**src/verilog/phy_mask_socket_mode_defs.vh**
```
// Notes on behaviour
// - bit 5 of the phy status register is read only and shows the link, 1 up and 0 down.
// - bit 4 of the phy status register is read/write and 1 enables phy power save.
// - bit 3 of the phy status register is read/write, 1 powers the phy down and reads back.
// - power save reads 1 after reset and the host clears it for partners that cannot cope.
// - extra mask bit 7 gates the ip conflict flag and bit 5 the pppoe close flag.
// - an interrupt is issued for a set flag whose mask bit is 1 and never when it is 0.
// - eight socket mode registers sit at the base plus socket number times the stride.
// - mode bit 7 enables multicast, effective only when the protocol is udp.
// - in mac raw mode bit 6 set accepts only own or broadcast frames, clear accepts all.
// - in tcp mode bit 5 set acks each data segment at once, clear uses delayed ack.
// - with multicast in udp mode bit 5 picks igmp version, 0 version 2 and 1 version 1.
// - codes 0100 mac raw and 0101 pppoe are honoured only in socket 0.
// - the low active interrupt pin stays low while any unmasked flag is set.
`ifndef PHY_MASK_SOCKET_MODE_DEFS_VH
`define PHY_MASK_SOCKET_MODE_DEFS_VH

`define ADDR_STATUS_FLAGS 16'h0015
`define ADDR_PHY_STATE 16'h0035
`define ADDR_EXTRA_MASK 16'h0036
`define ADDR_MODE_BASE 16'h4000
`define MODE_STRIDE 16'h0100

`define PHY_LINK_BIT 5
`define PHY_SAVE_BIT 4
`define PHY_DOWN_BIT 3
`define PHY_RESET 8'h10
`define PHY_WR_MASK 8'h18

`define IRQ_CONFLICT_BIT 7
`define IRQ_PPPOE_BIT 5
`define MASK_WR_MASK 8'ha0
`define MASK_RESET 8'h00
`define FLAGS_RESET 8'h00

`define MODE_MULTI_BIT 7
`define MODE_FILTER_BIT 6
`define MODE_ACK_BIT 5
`define MODE_WR_MASK 8'hef
`define MODE_RESET 8'h00

`define PROTO_CLOSED 4'h0
`define PROTO_TCP 4'h1
`define PROTO_UDP 4'h2
`define PROTO_IP_RAW_MODE 4'h3
`define PROTO_FRAME_RAW 4'h4
`define PROTO_PPPOE 4'h5

`endif

```
**src/verilog/phy_mask_socket_mode_regs.v**
```verilog
`timescale 1ns/1ps
`include "phy_mask_socket_mode_defs.vh"

module phy_mask_socket_mode_regs (
    input wire clk,
    input wire srst,
    input wire [15:0] reg_addr,
    input wire reg_wr,
    input wire [7:0] reg_wdata,
    input wire reg_rd,
    output reg [7:0] reg_rdata,
    input wire link_up_pin,
    input wire ip_conflict_event,
    input wire pppoe_close_event,
    output wire interrupt_out_low,
    output wire phy_power_save,
    output wire phy_sleep_control,
    output reg [31:0] socket_protocol,
    output reg [7:0] multicast_active,
    output reg [7:0] frame_filter_enable,
    output reg [7:0] immediate_ack_enable,
    output reg [7:0] igmp_version_select
);

    reg link_meta;
    reg link_sync;
    reg [7:0] phy_link_power_state;
    reg [7:0] extra_interrupt_mask;
    reg [7:0] interrupt_status_flags;
    reg [7:0] socket_mode_config [0:7];
    reg [31:0] eff_code;
    reg [7:0] next_phy;
    reg [7:0] next_mask;
    reg [7:0] next_rdata;
    reg [7:0] next_flags;
    reg [31:0] next_protocol;
    reg [7:0] next_multicast;
    reg [7:0] next_filter;
    reg [7:0] next_ack;
    reg [7:0] next_igmp;
    wire [7:0] irq_pending;
    wire sel_phy;
    wire sel_mask;
    wire sel_flags;
    wire sel_mode;
    wire [2:0] mode_sock;
    wire wr_phy;
    wire wr_mask;
    wire wr_flags;
    wire wr_mode;
    integer i;
    integer j;
    integer k;

    // socket mode address match
    function is_mode_addr;
        input [15:0] a;
        reg [15:0] base;
        begin
            base = `ADDR_MODE_BASE;
            is_mode_addr = (a[15:11] == base[15:11]) && (a[7:0] == 8'h00);
        end
    endfunction

    // protocol code as honoured by a given socket
    function [3:0] eff_proto;
        input [2:0] sock;
        input [3:0] code;
        begin
            if (code <= `PROTO_IP_RAW_MODE)
                eff_proto = code;
            else if (sock == 3'h0 && code <= `PROTO_PPPOE)
                eff_proto = code;
            else
                eff_proto = `PROTO_CLOSED;
        end
    endfunction

    // register address decode
    assign sel_phy = (reg_addr == `ADDR_PHY_STATE);
    assign sel_mask = (reg_addr == `ADDR_EXTRA_MASK);
    assign sel_flags = (reg_addr == `ADDR_STATUS_FLAGS);
    assign sel_mode = is_mode_addr(reg_addr);
    assign mode_sock = reg_addr[10:8];
    // write strobes
    assign wr_phy = reg_wr && sel_phy;
    assign wr_mask = reg_wr && sel_mask;
    assign wr_flags = reg_wr && sel_flags;
    assign wr_mode = reg_wr && sel_mode;

    // link pin synchroniser
    always @(posedge clk) begin
        if (srst) begin
            link_meta <= 1'b0;
            link_sync <= 1'b0;
        end else begin
            link_meta <= link_up_pin;
            link_sync <= link_meta;
        end
    end

    // next phy status and mask
    always @* begin
        next_phy = phy_link_power_state;
        next_mask = extra_interrupt_mask;
        if (wr_phy)
            next_phy = reg_wdata & `PHY_WR_MASK;
        if (wr_mask)
            next_mask = reg_wdata & `MASK_WR_MASK;
    end

    // phy status and mask
    always @(posedge clk) begin
        if (srst) begin
            phy_link_power_state <= `PHY_RESET;
            extra_interrupt_mask <= `MASK_RESET;
        end else begin
            phy_link_power_state <= next_phy;
            extra_interrupt_mask <= next_mask;
        end
    end

    // status flags, write one to clear, set wins
    always @* begin
        next_flags = interrupt_status_flags;
        if (wr_flags)
            next_flags = next_flags & ~(reg_wdata & `MASK_WR_MASK);
        if (ip_conflict_event)
            next_flags[`IRQ_CONFLICT_BIT] = 1'b1;
        if (pppoe_close_event)
            next_flags[`IRQ_PPPOE_BIT] = 1'b1;
    end

    // flag register
    always @(posedge clk) begin
        if (srst)
            interrupt_status_flags <= `FLAGS_RESET;
        else
            interrupt_status_flags <= next_flags;
    end

    // socket mode registers
    always @(posedge clk) begin
        if (srst) begin
            for (i = 0; i < 8; i = i + 1) begin
                socket_mode_config[i] <= `MODE_RESET;
            end
        end else if (wr_mode) begin
            socket_mode_config[mode_sock] <= reg_wdata & `MODE_WR_MASK;
        end
    end

    // read mux
    always @* begin
        next_rdata = 8'h00;
        if (sel_phy) begin
            next_rdata = phy_link_power_state;
            next_rdata[`PHY_LINK_BIT] = link_sync;
        end else if (sel_mask)
            next_rdata = extra_interrupt_mask;
        else if (sel_flags)
            next_rdata = interrupt_status_flags;
        else if (sel_mode)
            next_rdata = socket_mode_config[mode_sock];
    end

    // read data register
    always @(posedge clk) begin
        if (srst)
            reg_rdata <= 8'h00;
        else if (reg_rd)
            reg_rdata <= next_rdata;
    end

    // effective protocol per socket
    always @* begin
        eff_code = 32'h00000000;
        for (j = 0; j < 8; j = j + 1) begin
            eff_code[j*4 +: 4] = eff_proto(j[2:0], socket_mode_config[j][3:0]);
        end
    end

    // next values of the per socket controls
    always @* begin
        next_protocol = eff_code;
        next_multicast = 8'h00;
        next_filter = 8'h00;
        next_ack = 8'h00;
        next_igmp = 8'h00;
        for (k = 0; k < 8; k = k + 1) begin
            next_multicast[k] = socket_mode_config[k][`MODE_MULTI_BIT]
                && eff_code[k*4 +: 4] == `PROTO_UDP;
            next_filter[k] = socket_mode_config[k][`MODE_FILTER_BIT]
                && eff_code[k*4 +: 4] == `PROTO_FRAME_RAW;
            next_ack[k] = socket_mode_config[k][`MODE_ACK_BIT]
                && eff_code[k*4 +: 4] == `PROTO_TCP;
            next_igmp[k] = socket_mode_config[k][`MODE_ACK_BIT]
                && next_multicast[k];
        end
    end

    // registered per socket outputs
    always @(posedge clk) begin
        if (srst) begin
            socket_protocol <= 32'h00000000;
            multicast_active <= 8'h00;
            frame_filter_enable <= 8'h00;
            immediate_ack_enable <= 8'h00;
            igmp_version_select <= 8'h00;
        end else begin
            socket_protocol <= next_protocol;
            multicast_active <= next_multicast;
            frame_filter_enable <= next_filter;
            immediate_ack_enable <= next_ack;
            igmp_version_select <= next_igmp;
        end
    end

    // any unmasked flag holds the interrupt pin low
    assign irq_pending = interrupt_status_flags & extra_interrupt_mask;
    assign phy_power_save = phy_link_power_state[`PHY_SAVE_BIT];
    assign phy_sleep_control = phy_link_power_state[`PHY_DOWN_BIT];
    assign interrupt_out_low = ~|irq_pending;

endmodule // phy_mask_socket_mode_regs

```
**config.mk**
```make
export PLATFORM = sky130hd
export DESIGN_NAME = phy_mask_socket_mode_regs
export DESIGN_NICKNAME = d
export VERILOG_FILES = /design/src/verilog/phy_mask_socket_mode_regs.v
export VERILOG_INCLUDE_DIRS = /design/src /design/src/verilog
export SDC_FILE = /design/constraint.sdc
export NUM_CORES = 1
export LEC_CHECK = 0
export BUFFER_PORTS_ARGS = -buffer_cell sky130_fd_sc_hd__buf_2
export CAP_MARGIN = 20
export CORE_AREA = 2 2 95 107
export DETAILED_ROUTE_END_ITERATION = 8
export DIE_AREA = 0 0 97 109
export PLACE_DENSITY = 0.78
export SYNTH_ARGS = -nofsm -noshare
export SYNTH_HDL_FRONTEND = slang
export SYNTH_SLANG_ARGS = --single-unit
```
**constraint.sdc**
```tcl
create_clock -name clk -period 2.1 [get_ports clk]
set_input_delay 0.315 -clock clk [delete_from_list [all_inputs] [get_ports clk]]
set_output_delay 0.315 -clock clk [all_outputs]
set_load 0.01 [all_outputs]
```
Yosys cells after proc, flatten, opt, wreduce, memory -nomap -nowiden
Memories as Yosys holds them, arrays and structs flattened.
Index checks and enable logic that the tools add are counted.
{"block": "totals", "word_cells": 121, "memories": 1, "romBits": 0, "output_inout_bits": 75, "register_bits": 86, "ram_bits": 56, "latch_bits": 0, "inputBits": 31}
{"name": "socket_mode_config", "depth": 8, "word_bits": 7, "read_ports": 9, "rd_ports_with_merged_regs": 0, "wr": 8, "line_no": "phy_mask_socket_mode_regs.v:30", "rtl": "reg [7:0] socket_mode_config [0:7];"}
{"block": "op_classes", "n_eq_ne": 28, "bitwise": 3, "multipliers": 0, "muxes": 24, "div": 0, "add_sub_neg": 0, "shift": 0, "n_reduce_logical": 43, "n_lt_le_gt_ge": 9}
{"operator": "two-way mux 8 bit", "n": 5}
{"operator": "logical AND 1 bit", "n": 37}
{"operator": "two-way mux 4 bit", "n": 9}
{"operator": "== test 16 x 6 -> 1 bit (second input constant)", "n": 2}
{"operator": "== test 4 x 1 -> 1 bit (second input constant)", "n": 8}
{"operator": "== test 4 x 2 -> 1 bit (second input constant)", "n": 8}
{"operator": "== test 4 x 3 -> 1 bit (second input constant)", "n": 8}
{"operator": "<= comparator 4 x 2 -> 1 bit (second input constant)", "n": 8}
{"operator": "bitwise AND 8 bit", "n": 2}
{"operator": "== test 16 x 5 -> 1 bit (second input constant)", "n": 1}
{"operator": "logical NOT 8 bit", "n": 1}
{"operator": "two-way mux 1 bit", "n": 8}
{"operator": "inverter 8 bit", "n": 1}
{"operator": "OR reduction 8 bit", "n": 1}
{"operator": "two-way mux 7 bit", "n": 1}
{"operator": "OR reduction 7 bit", "n": 1}
{"operator": "== test 5 x 4 -> 1 bit (second input constant)", "n": 1}
{"operator": "<= comparator 4 x 3 -> 1 bit (second input constant)", "n": 1}
{"operator": "nonzero test 2 bit", "n": 2}
{"operator": "two-way mux 3 bit", "n": 1}
{"operator": "logical NOT 1 bit", "n": 1}

Depth between registers and ports, before layout
Gate-level depths: netlist of run 1.
{"block": "logic_depth", "depth_word": 8, "depth_mapped": 6, "mapped_depth_nobuf": 5}

Least setup slack after synthesis of run 1
Ideal clock, no wire load.
{"block": "synth_path", "path_kind": "in2reg", "startpoint": "input port reg_addr[15]", "endpoint": "memory socket_mode_config[2][0] (netlist name) (enable)", "t_required_ps": 1794, "arrival_ps": 1586, "path_buffers": 1, "cell_stages": 6, "slack_ps": 207, "setup_time_ps": 306, "path_cell_list": "nor4_2 nand2b_1 nor2_2 buf_2 and4b_1 or2_2"}
{"element": "from (decl)", "line_no": "phy_mask_socket_mode_regs.v:7", "rtl": "input wire [15:0] reg_addr,"}
{"element": "to (decl)", "line_no": "phy_mask_socket_mode_regs.v:30"}

==> flow_metrics.env, run 1 <==
export IMPL_grt_pass1_wl_mm=17.4
export IMPL_peakVddDrop_v=0.000673
export IMPL_grt_max_degree=21
export IMPL_min_path_type="input port to flip-flop"
export IMPL_htreeDepth=4
export IMPL_cts_root_buf="clkbuf_8"
export IMPL_gp_congestion=0.925
export IMPL_num_io_pins=106
export IMPL_synth_avg_cell_area_um2=13.1
export IMPL_cp_max_fo=3
export IMPL_n_fill_cell=715
export IMPL_netlist_instances=384
export IMPL_criticalPathCategory="flip-flop to flip-flop"
export IMPL_synth_edf_count=56
export IMPL_vias_per_cell=5.25
export IMPL_io_buffers=105
export IMPL_grt_use_met1=0.259
export IMPL_fin_tns_setup_ns=0
export IMPL_cp_end_kind="flip-flop"
export IMPL_clock_fmax_mhz=546
export IMPL_required_ns=2.50
export IMPL_powerDensity_nw_per_um2=944
export IMPL_syn_area_um2=5010
export IMPL_cp_top_family="multiplexers"
export IMPL_drtPass1Iterations=5
export IMPL_dr_first_iter_drc_count=332
export IMPL_setup_viol=0
export IMPL_grt_busiest_layer="met2"
export IMPL_p_total_uw=6080
export IMPL_synth_seq_area_share=0.655
export IMPL_cpPeakStageDelay_ns=0.54
export IMPL_final_common_cell="buf_2"
export IMPL_slowest_stage="mux4_1"
export IMPL_ys_warn_count=0
export IMPL_core_um2=9560
export IMPL_synthArstFlopShare=0
export IMPL_start_util=0.525
export IMPL_antenna_found_initial=0
export IMPL_crit_buf_inv=0
export IMPL_startpoint_type="flip-flop"
export IMPL_final_cell_mix="105 x buf_2, 80 x dfxtp_1, 70 x and2_1, 56 x edfxtp_1"
export IMPL_vias=3510
export IMPL_dieArea_um2=10600
export IMPL_cts_tree="built"
export IMPL_status="complete, no violations"
export IMPL_drive_gt1_frac=0.338
export IMPL_slew_violations=0
export IMPL_grt_usage=0.226
export IMPL_synth_seq_cells=136
export IMPL_fin_nets=566
export IMPL_fp_dieW_um=97
export IMPL_holdWs_ns=0.0282
export IMPL_grt_pass1_vias=3460
export IMPL_detail_route_antenna_nets=0
export IMPL_drc=0
export IMPL_period_minus_slack_ns=1.83
export IMPL_synthFlopType="dfxtp_1"
export IMPL_fin_worst_skew_ns=0.00539
export IMPL_drt_wl_total_mm=11.6
export IMPL_numCtsBuffers=17
export IMPL_critical_path_cell_chain="mux4_1 -> mux2_2 -> a221oi_1 -> o41ai_1"
export IMPL_fin_crit_sh=0.872
export IMPL_die_h_um=109
export IMPL_cts_sinks=136
export IMPL_clockBufferDepth=2
export IMPL_grt_ovfl_total=0
export IMPL_power_leakage_uw=0.00281
export IMPL_place_hpwl_mm=8.17
export IMPL_synth_cell_type_count=42
export IMPL_cts_clk_slew_worst_paths_ns=0.06
export IMPL_grt_util_met3=0.0699
export IMPL_cap_violations=0
export IMPL_grt_setup_unrepaired="false"
export IMPL_num_rows=38
export IMPL_grt_use_met2=0.378
export IMPL_hold_viol=0
export IMPL_insertion_delay_ns=0.53
export IMPL_worstPathArrival_ns=2.23
export IMPL_syn2layout_area_growth_pct=28.5
export IMPL_wl_per_cell_um=17.4
export IMPL_diodes=0
==> per-stage QoR <==
stage	instance area (µm²)	setup slack, ns	utilization	std cells
2_1_floorplan	5090	0.207	-	405
3_3_place_gp	5840	0.133	0.611	634
3_5_place_dp	5840	0.0908	0.611	634
4_1_cts	6440	0.300	0.674	668
5_1_grt	6440	0.193	0.674	668
6_report	6440	0.269	0.674	668
==> registers in the layout, indices dropped and copies added, names as in the netlist <==
register	cells
frame_filter_enable	8
multicast_active	8
socket_mode_config	56
link_sync	1
extra_interrupt_mask	2
link_meta	1
phy_link_power_state	2
reg_rdata	8
interrupt_status_flags	2
igmp_version_select	8
socket_protocol	32
immediate_ack_enable	8
==> worst paths after layout <==
kind | startpoint | end | slack [ns] | depth (start not counted)
worst max-delay path | socket_mode_config[3][4] | reg_rdata[5] | 0.27 | 4
worst min-delay path | pppoe_close_event | interrupt_status_flags[5] | 0.03 | 2
worst max register to register | socket_mode_config[3][4] | reg_rdata[5] | 0.27 | 4
worst min register to register | link_meta | link_sync | 0.44 | 1
==> synthesized netlist by cell type (3+ instances only) <==
master | count | area [µm²]
a21oi_1 | 7 | 35.0
a221oi_1 | 3 | 26.3
and2_1 | 70 | 438
and3_1 | 17 | 106
and4b_1 | 4 | 40.0
clkbuf_1 | 8 | 30.0
dfxtp_1 | 80 | 1600
edfxtp_1 | 56 | 1680
inv_1 | 6 | 22.5
mux2_2 | 7 | 78.8
mux2i_1 | 3 | 30.0
mux4_2 | 12 | 270
nand2_1 | 24 | 90.1
nand2b_1 | 5 | 31.3
nand3_1 | 6 | 30.0
nor2_1 | 24 | 90.1
nor3_1 | 7 | 35.0
nor4b_1 | 3 | 26.3
or2_2 | 8 | 50.1
==> area by class of cell <==
cell class / instances / area, µm² / share of cell area
sequential: 136 / 3280 / 0.510
clock inverter: 13 / 126 / 0.0196
clock buffer: 19 / 453 / 0.0703
timing repair buffer: 122 / 671 / 0.104
multi-input combinational: 252 / 1740 / 0.270
inverter: 6 / 22.5 / 0.00350
tap: 120 / 150 / 0.0233
==> cells by family (layout without fill, tap and decap cells) <==
kind of cell	after synthesis	after routing	synth area share
buffers and inverters	17	160	0.0147
AND/OR/NAND/NOR	186	186	0.216
flip-flops	136	136	0.655
other	1	22	0.000748
multiplexers	24	24	0.0861
AO/OA/AOI/OAI	20	20	0.0274
==> power breakdown <==
| group | switching (µW) | internal, µW | leakage [µW] | total (µW) |
|---|---|---|---|---|
| combinational | 180 | 143 | 0.00133 | 324 |
| sequential | 56.9 | 2850 | 0.00119 | 2900 |
| clock | 1150 | 1700 | 0.000287 | 2850 |
==> timing repair <==
action	CTS	global route
setup buffers	0	0
hold endpoints to repair	2	0
resized for setup	0	0
hold buffers	2	0
==> metal layers <==
metal  vias up  part of all wire
met1      1665              0.37
met3        39             0.069
met2       151              0.52
met4         0             0.041
met5         -                 0
li1       1655                 -
(Power assumes the default switching activity.)
==> inputs of run 2 (changes only) <==
--- a/config.mk
+++ b/config.mk
@@ -7,7 +7,6 @@
 export NUM_CORES = 1
 export LEC_CHECK = 0
 export BUFFER_PORTS_ARGS = -buffer_cell sky130_fd_sc_hd__buf_2
-export CAP_MARGIN = 20
 export CORE_AREA = 2 2 95 107
 export DETAILED_ROUTE_END_ITERATION = 8
 export DIE_AREA = 0 0 97 109
==> constraint.sdc (replaced) <==
create_clock -name clk -period 2.1 [get_ports clk]
set_input_delay 0.105 -clock clk [delete_from_list [all_inputs] [get_ports clk]]
set_output_delay 0.105 -clock clk [all_outputs]
set_load 0.01 [all_outputs]
==> flow_metrics.env, run 2 (synthesis results as in run 1) <==
export IMPL_grt_max_degree=21
export IMPL_status="complete, no violations"
export IMPL_detail_route_antenna_nets=0
export IMPL_grt_usage=0.226
export IMPL_grt_pass1_wl_mm=17.8
export IMPL_cts_resized=0
export IMPL_min_path_type="input port to flip-flop"
export IMPL_critical_path_cell_chain="mux4_1 -> mux2_2 -> a221oi_1 -> o41ai_1"
export IMPL_slowest_stage="mux4_1"
export IMPL_fin_area_um2=6440
export IMPL_dpl_instance_area_um2=5820
export IMPL_fin_crit_sh=0.867
export IMPL_criticalPathCategory="flip-flop to flip-flop"
export IMPL_num_io_pins=106
export IMPL_start_util=0.525
export IMPL_placed_cells=632
export IMPL_clockBufferDepth=2
export IMPL_diodes=0
export IMPL_insertion_delay_ns=0.51
export IMPL_slew_violations=0
export IMPL_drtPass1Iterations=4
export IMPL_n_fill_cell=706
export IMPL_clock_fmax_mhz=549
export IMPL_cts_root_buf="clkbuf_8"
export IMPL_grt_ovfl_total=0
export IMPL_fp_dieW_um=97
export IMPL_numCtsBuffers=17
export IMPL_period_minus_slack_ns=1.82
export IMPL_vias_per_cell=5.28
export IMPL_fin_worst_skew_ns=0.00538
export IMPL_hold_viol=0
export IMPL_wl_per_cell_um=17.5
export IMPL_cap_violations=0
export IMPL_fin_nets=567
export IMPL_drc=0
export IMPL_antenna_found_initial=0
export IMPL_die_h_um=109
export IMPL_grt_setup_unrepaired="false"
export IMPL_cts_sinks=136
export IMPL_startpoint_type="flip-flop"
export IMPL_num_rows=38
export IMPL_cts_tree="built"
export IMPL_final_cell_mix="105 x buf_2, 80 x dfxtp_1, 70 x and2_1, 56 x edfxtp_1"
export IMPL_largest_register="socket_mode_config"
export IMPL_grt_pass1_vias=3446
export IMPL_final_cells=669
export IMPL_dieArea_um2=10600
export IMPL_htreeDepth=4
export IMPL_post_cts_buffers=0
export IMPL_power_leakage_uw=0.00280
export IMPL_syn2layout_area_growth_pct=28.4
export IMPL_required_ns=2.49
export IMPL_largest_reg_flops=56
export IMPL_io_buffers=105
export IMPL_fin_tns_setup_ns=0
export IMPL_cts_clk_slew_worst_paths_ns=0.06
export IMPL_gp_congestion=0.945
export IMPL_cp_max_fo=3
export IMPL_core_um2=9560
export IMPL_dr_first_iter_drc_count=231
export IMPL_worstPathArrival_ns=2.21
export IMPL_drive_gt1_frac=0.332
export IMPL_cpPeakStageDelay_ns=0.55
export IMPL_cp_end_kind="flip-flop"
export IMPL_setup_viol=0
export IMPL_cp_top_family="multiplexers"
export IMPL_p_total_uw=6040
export IMPL_peakVddDrop_v=0.000676
export IMPL_final_common_cell="buf_2"
export IMPL_place_hpwl_mm=8.40
export IMPL_drt_wl_total_mm=11.7
export IMPL_crit_buf_inv=0
export IMPL_top_regs="socket_mode_config (56), socket_protocol (32)"
export IMPL_vias=3534
export IMPL_powerDensity_nw_per_um2=938
run 2: changes by cell type in the layout (fill, tap and decap cells not counted), sizes merged:
| cell | delta |
|---|---|
| clkbuf | +3 |
| inv | -8 |
| clkinvlp | +1 |
| buf | -2 |
| clkinv | +4 |
| dlygate4sd3 | +3 |
run 2: area by class of cell:
type                       count  area, µm²  share of cell area
inverter                       6       22.5             0.00350
tap                          120        150              0.0233
sequential                   136       3280               0.510
multi-input combinational    252       1740               0.270
clock inverter                10       90.1              0.0140
clock buffer                  22        484              0.0752
timing repair buffer         123        673               0.105
run 2: routing by layer:
| layer | GRT usage | share of wire | up-vias |
|---|---|---|---|
| met5 | 0 | 0 | - |
| met4 | 0.120 | 0.037 | 0 |
| met3 | 0.0647 | 0.072 | 33 |
| met2 | 0.396 | 0.52 | 169 |
| met1 | 0.253 | 0.37 | 1680 |
| li1 | - | - | 1652 |
run 2: repair_timing:
item                                    CTS  global route
endpoints found under the setup margin    0             0
hold buffers                              5             0
endpoints found under the hold margin    11             0
run 2: worst paths after layout:
check | from | end | slack, ns | cells past startpoint
min reg2reg | link_meta | link_sync | 0.45 | 1
min | reg_wdata[2] | socket_mode_config[2][2] | 0.02 | 2
max | socket_mode_config[1][4] | reg_rdata[5] | 0.28 | 4
max reg2reg | socket_mode_config[1][4] | reg_rdata[5] | 0.28 | 4
run 2: power by group:
part           switching, µW  leakage [µW]  total, µW  internal [µW]
sequential              59.0       0.00119       2910           2850
combinational            179       0.00133        323            145
clock                   1080      0.000283       2810           1730
total                   1320       0.00280       6040           4720
run 2: stage by stage:
step | hold WS, ns | setup WS (ns) | util
after CTS | 0.00964 | 0.311 | 0.674
final | 0.0225 | 0.280 | 0.674
after global routing | 0.0240 | 0.242 | 0.674
after detailed placement | 0.324 | 0.169 | 0.609
after global placement | 0.318 | 0.241 | 0.609
after floorplan | 0.233 | 0.417 | -
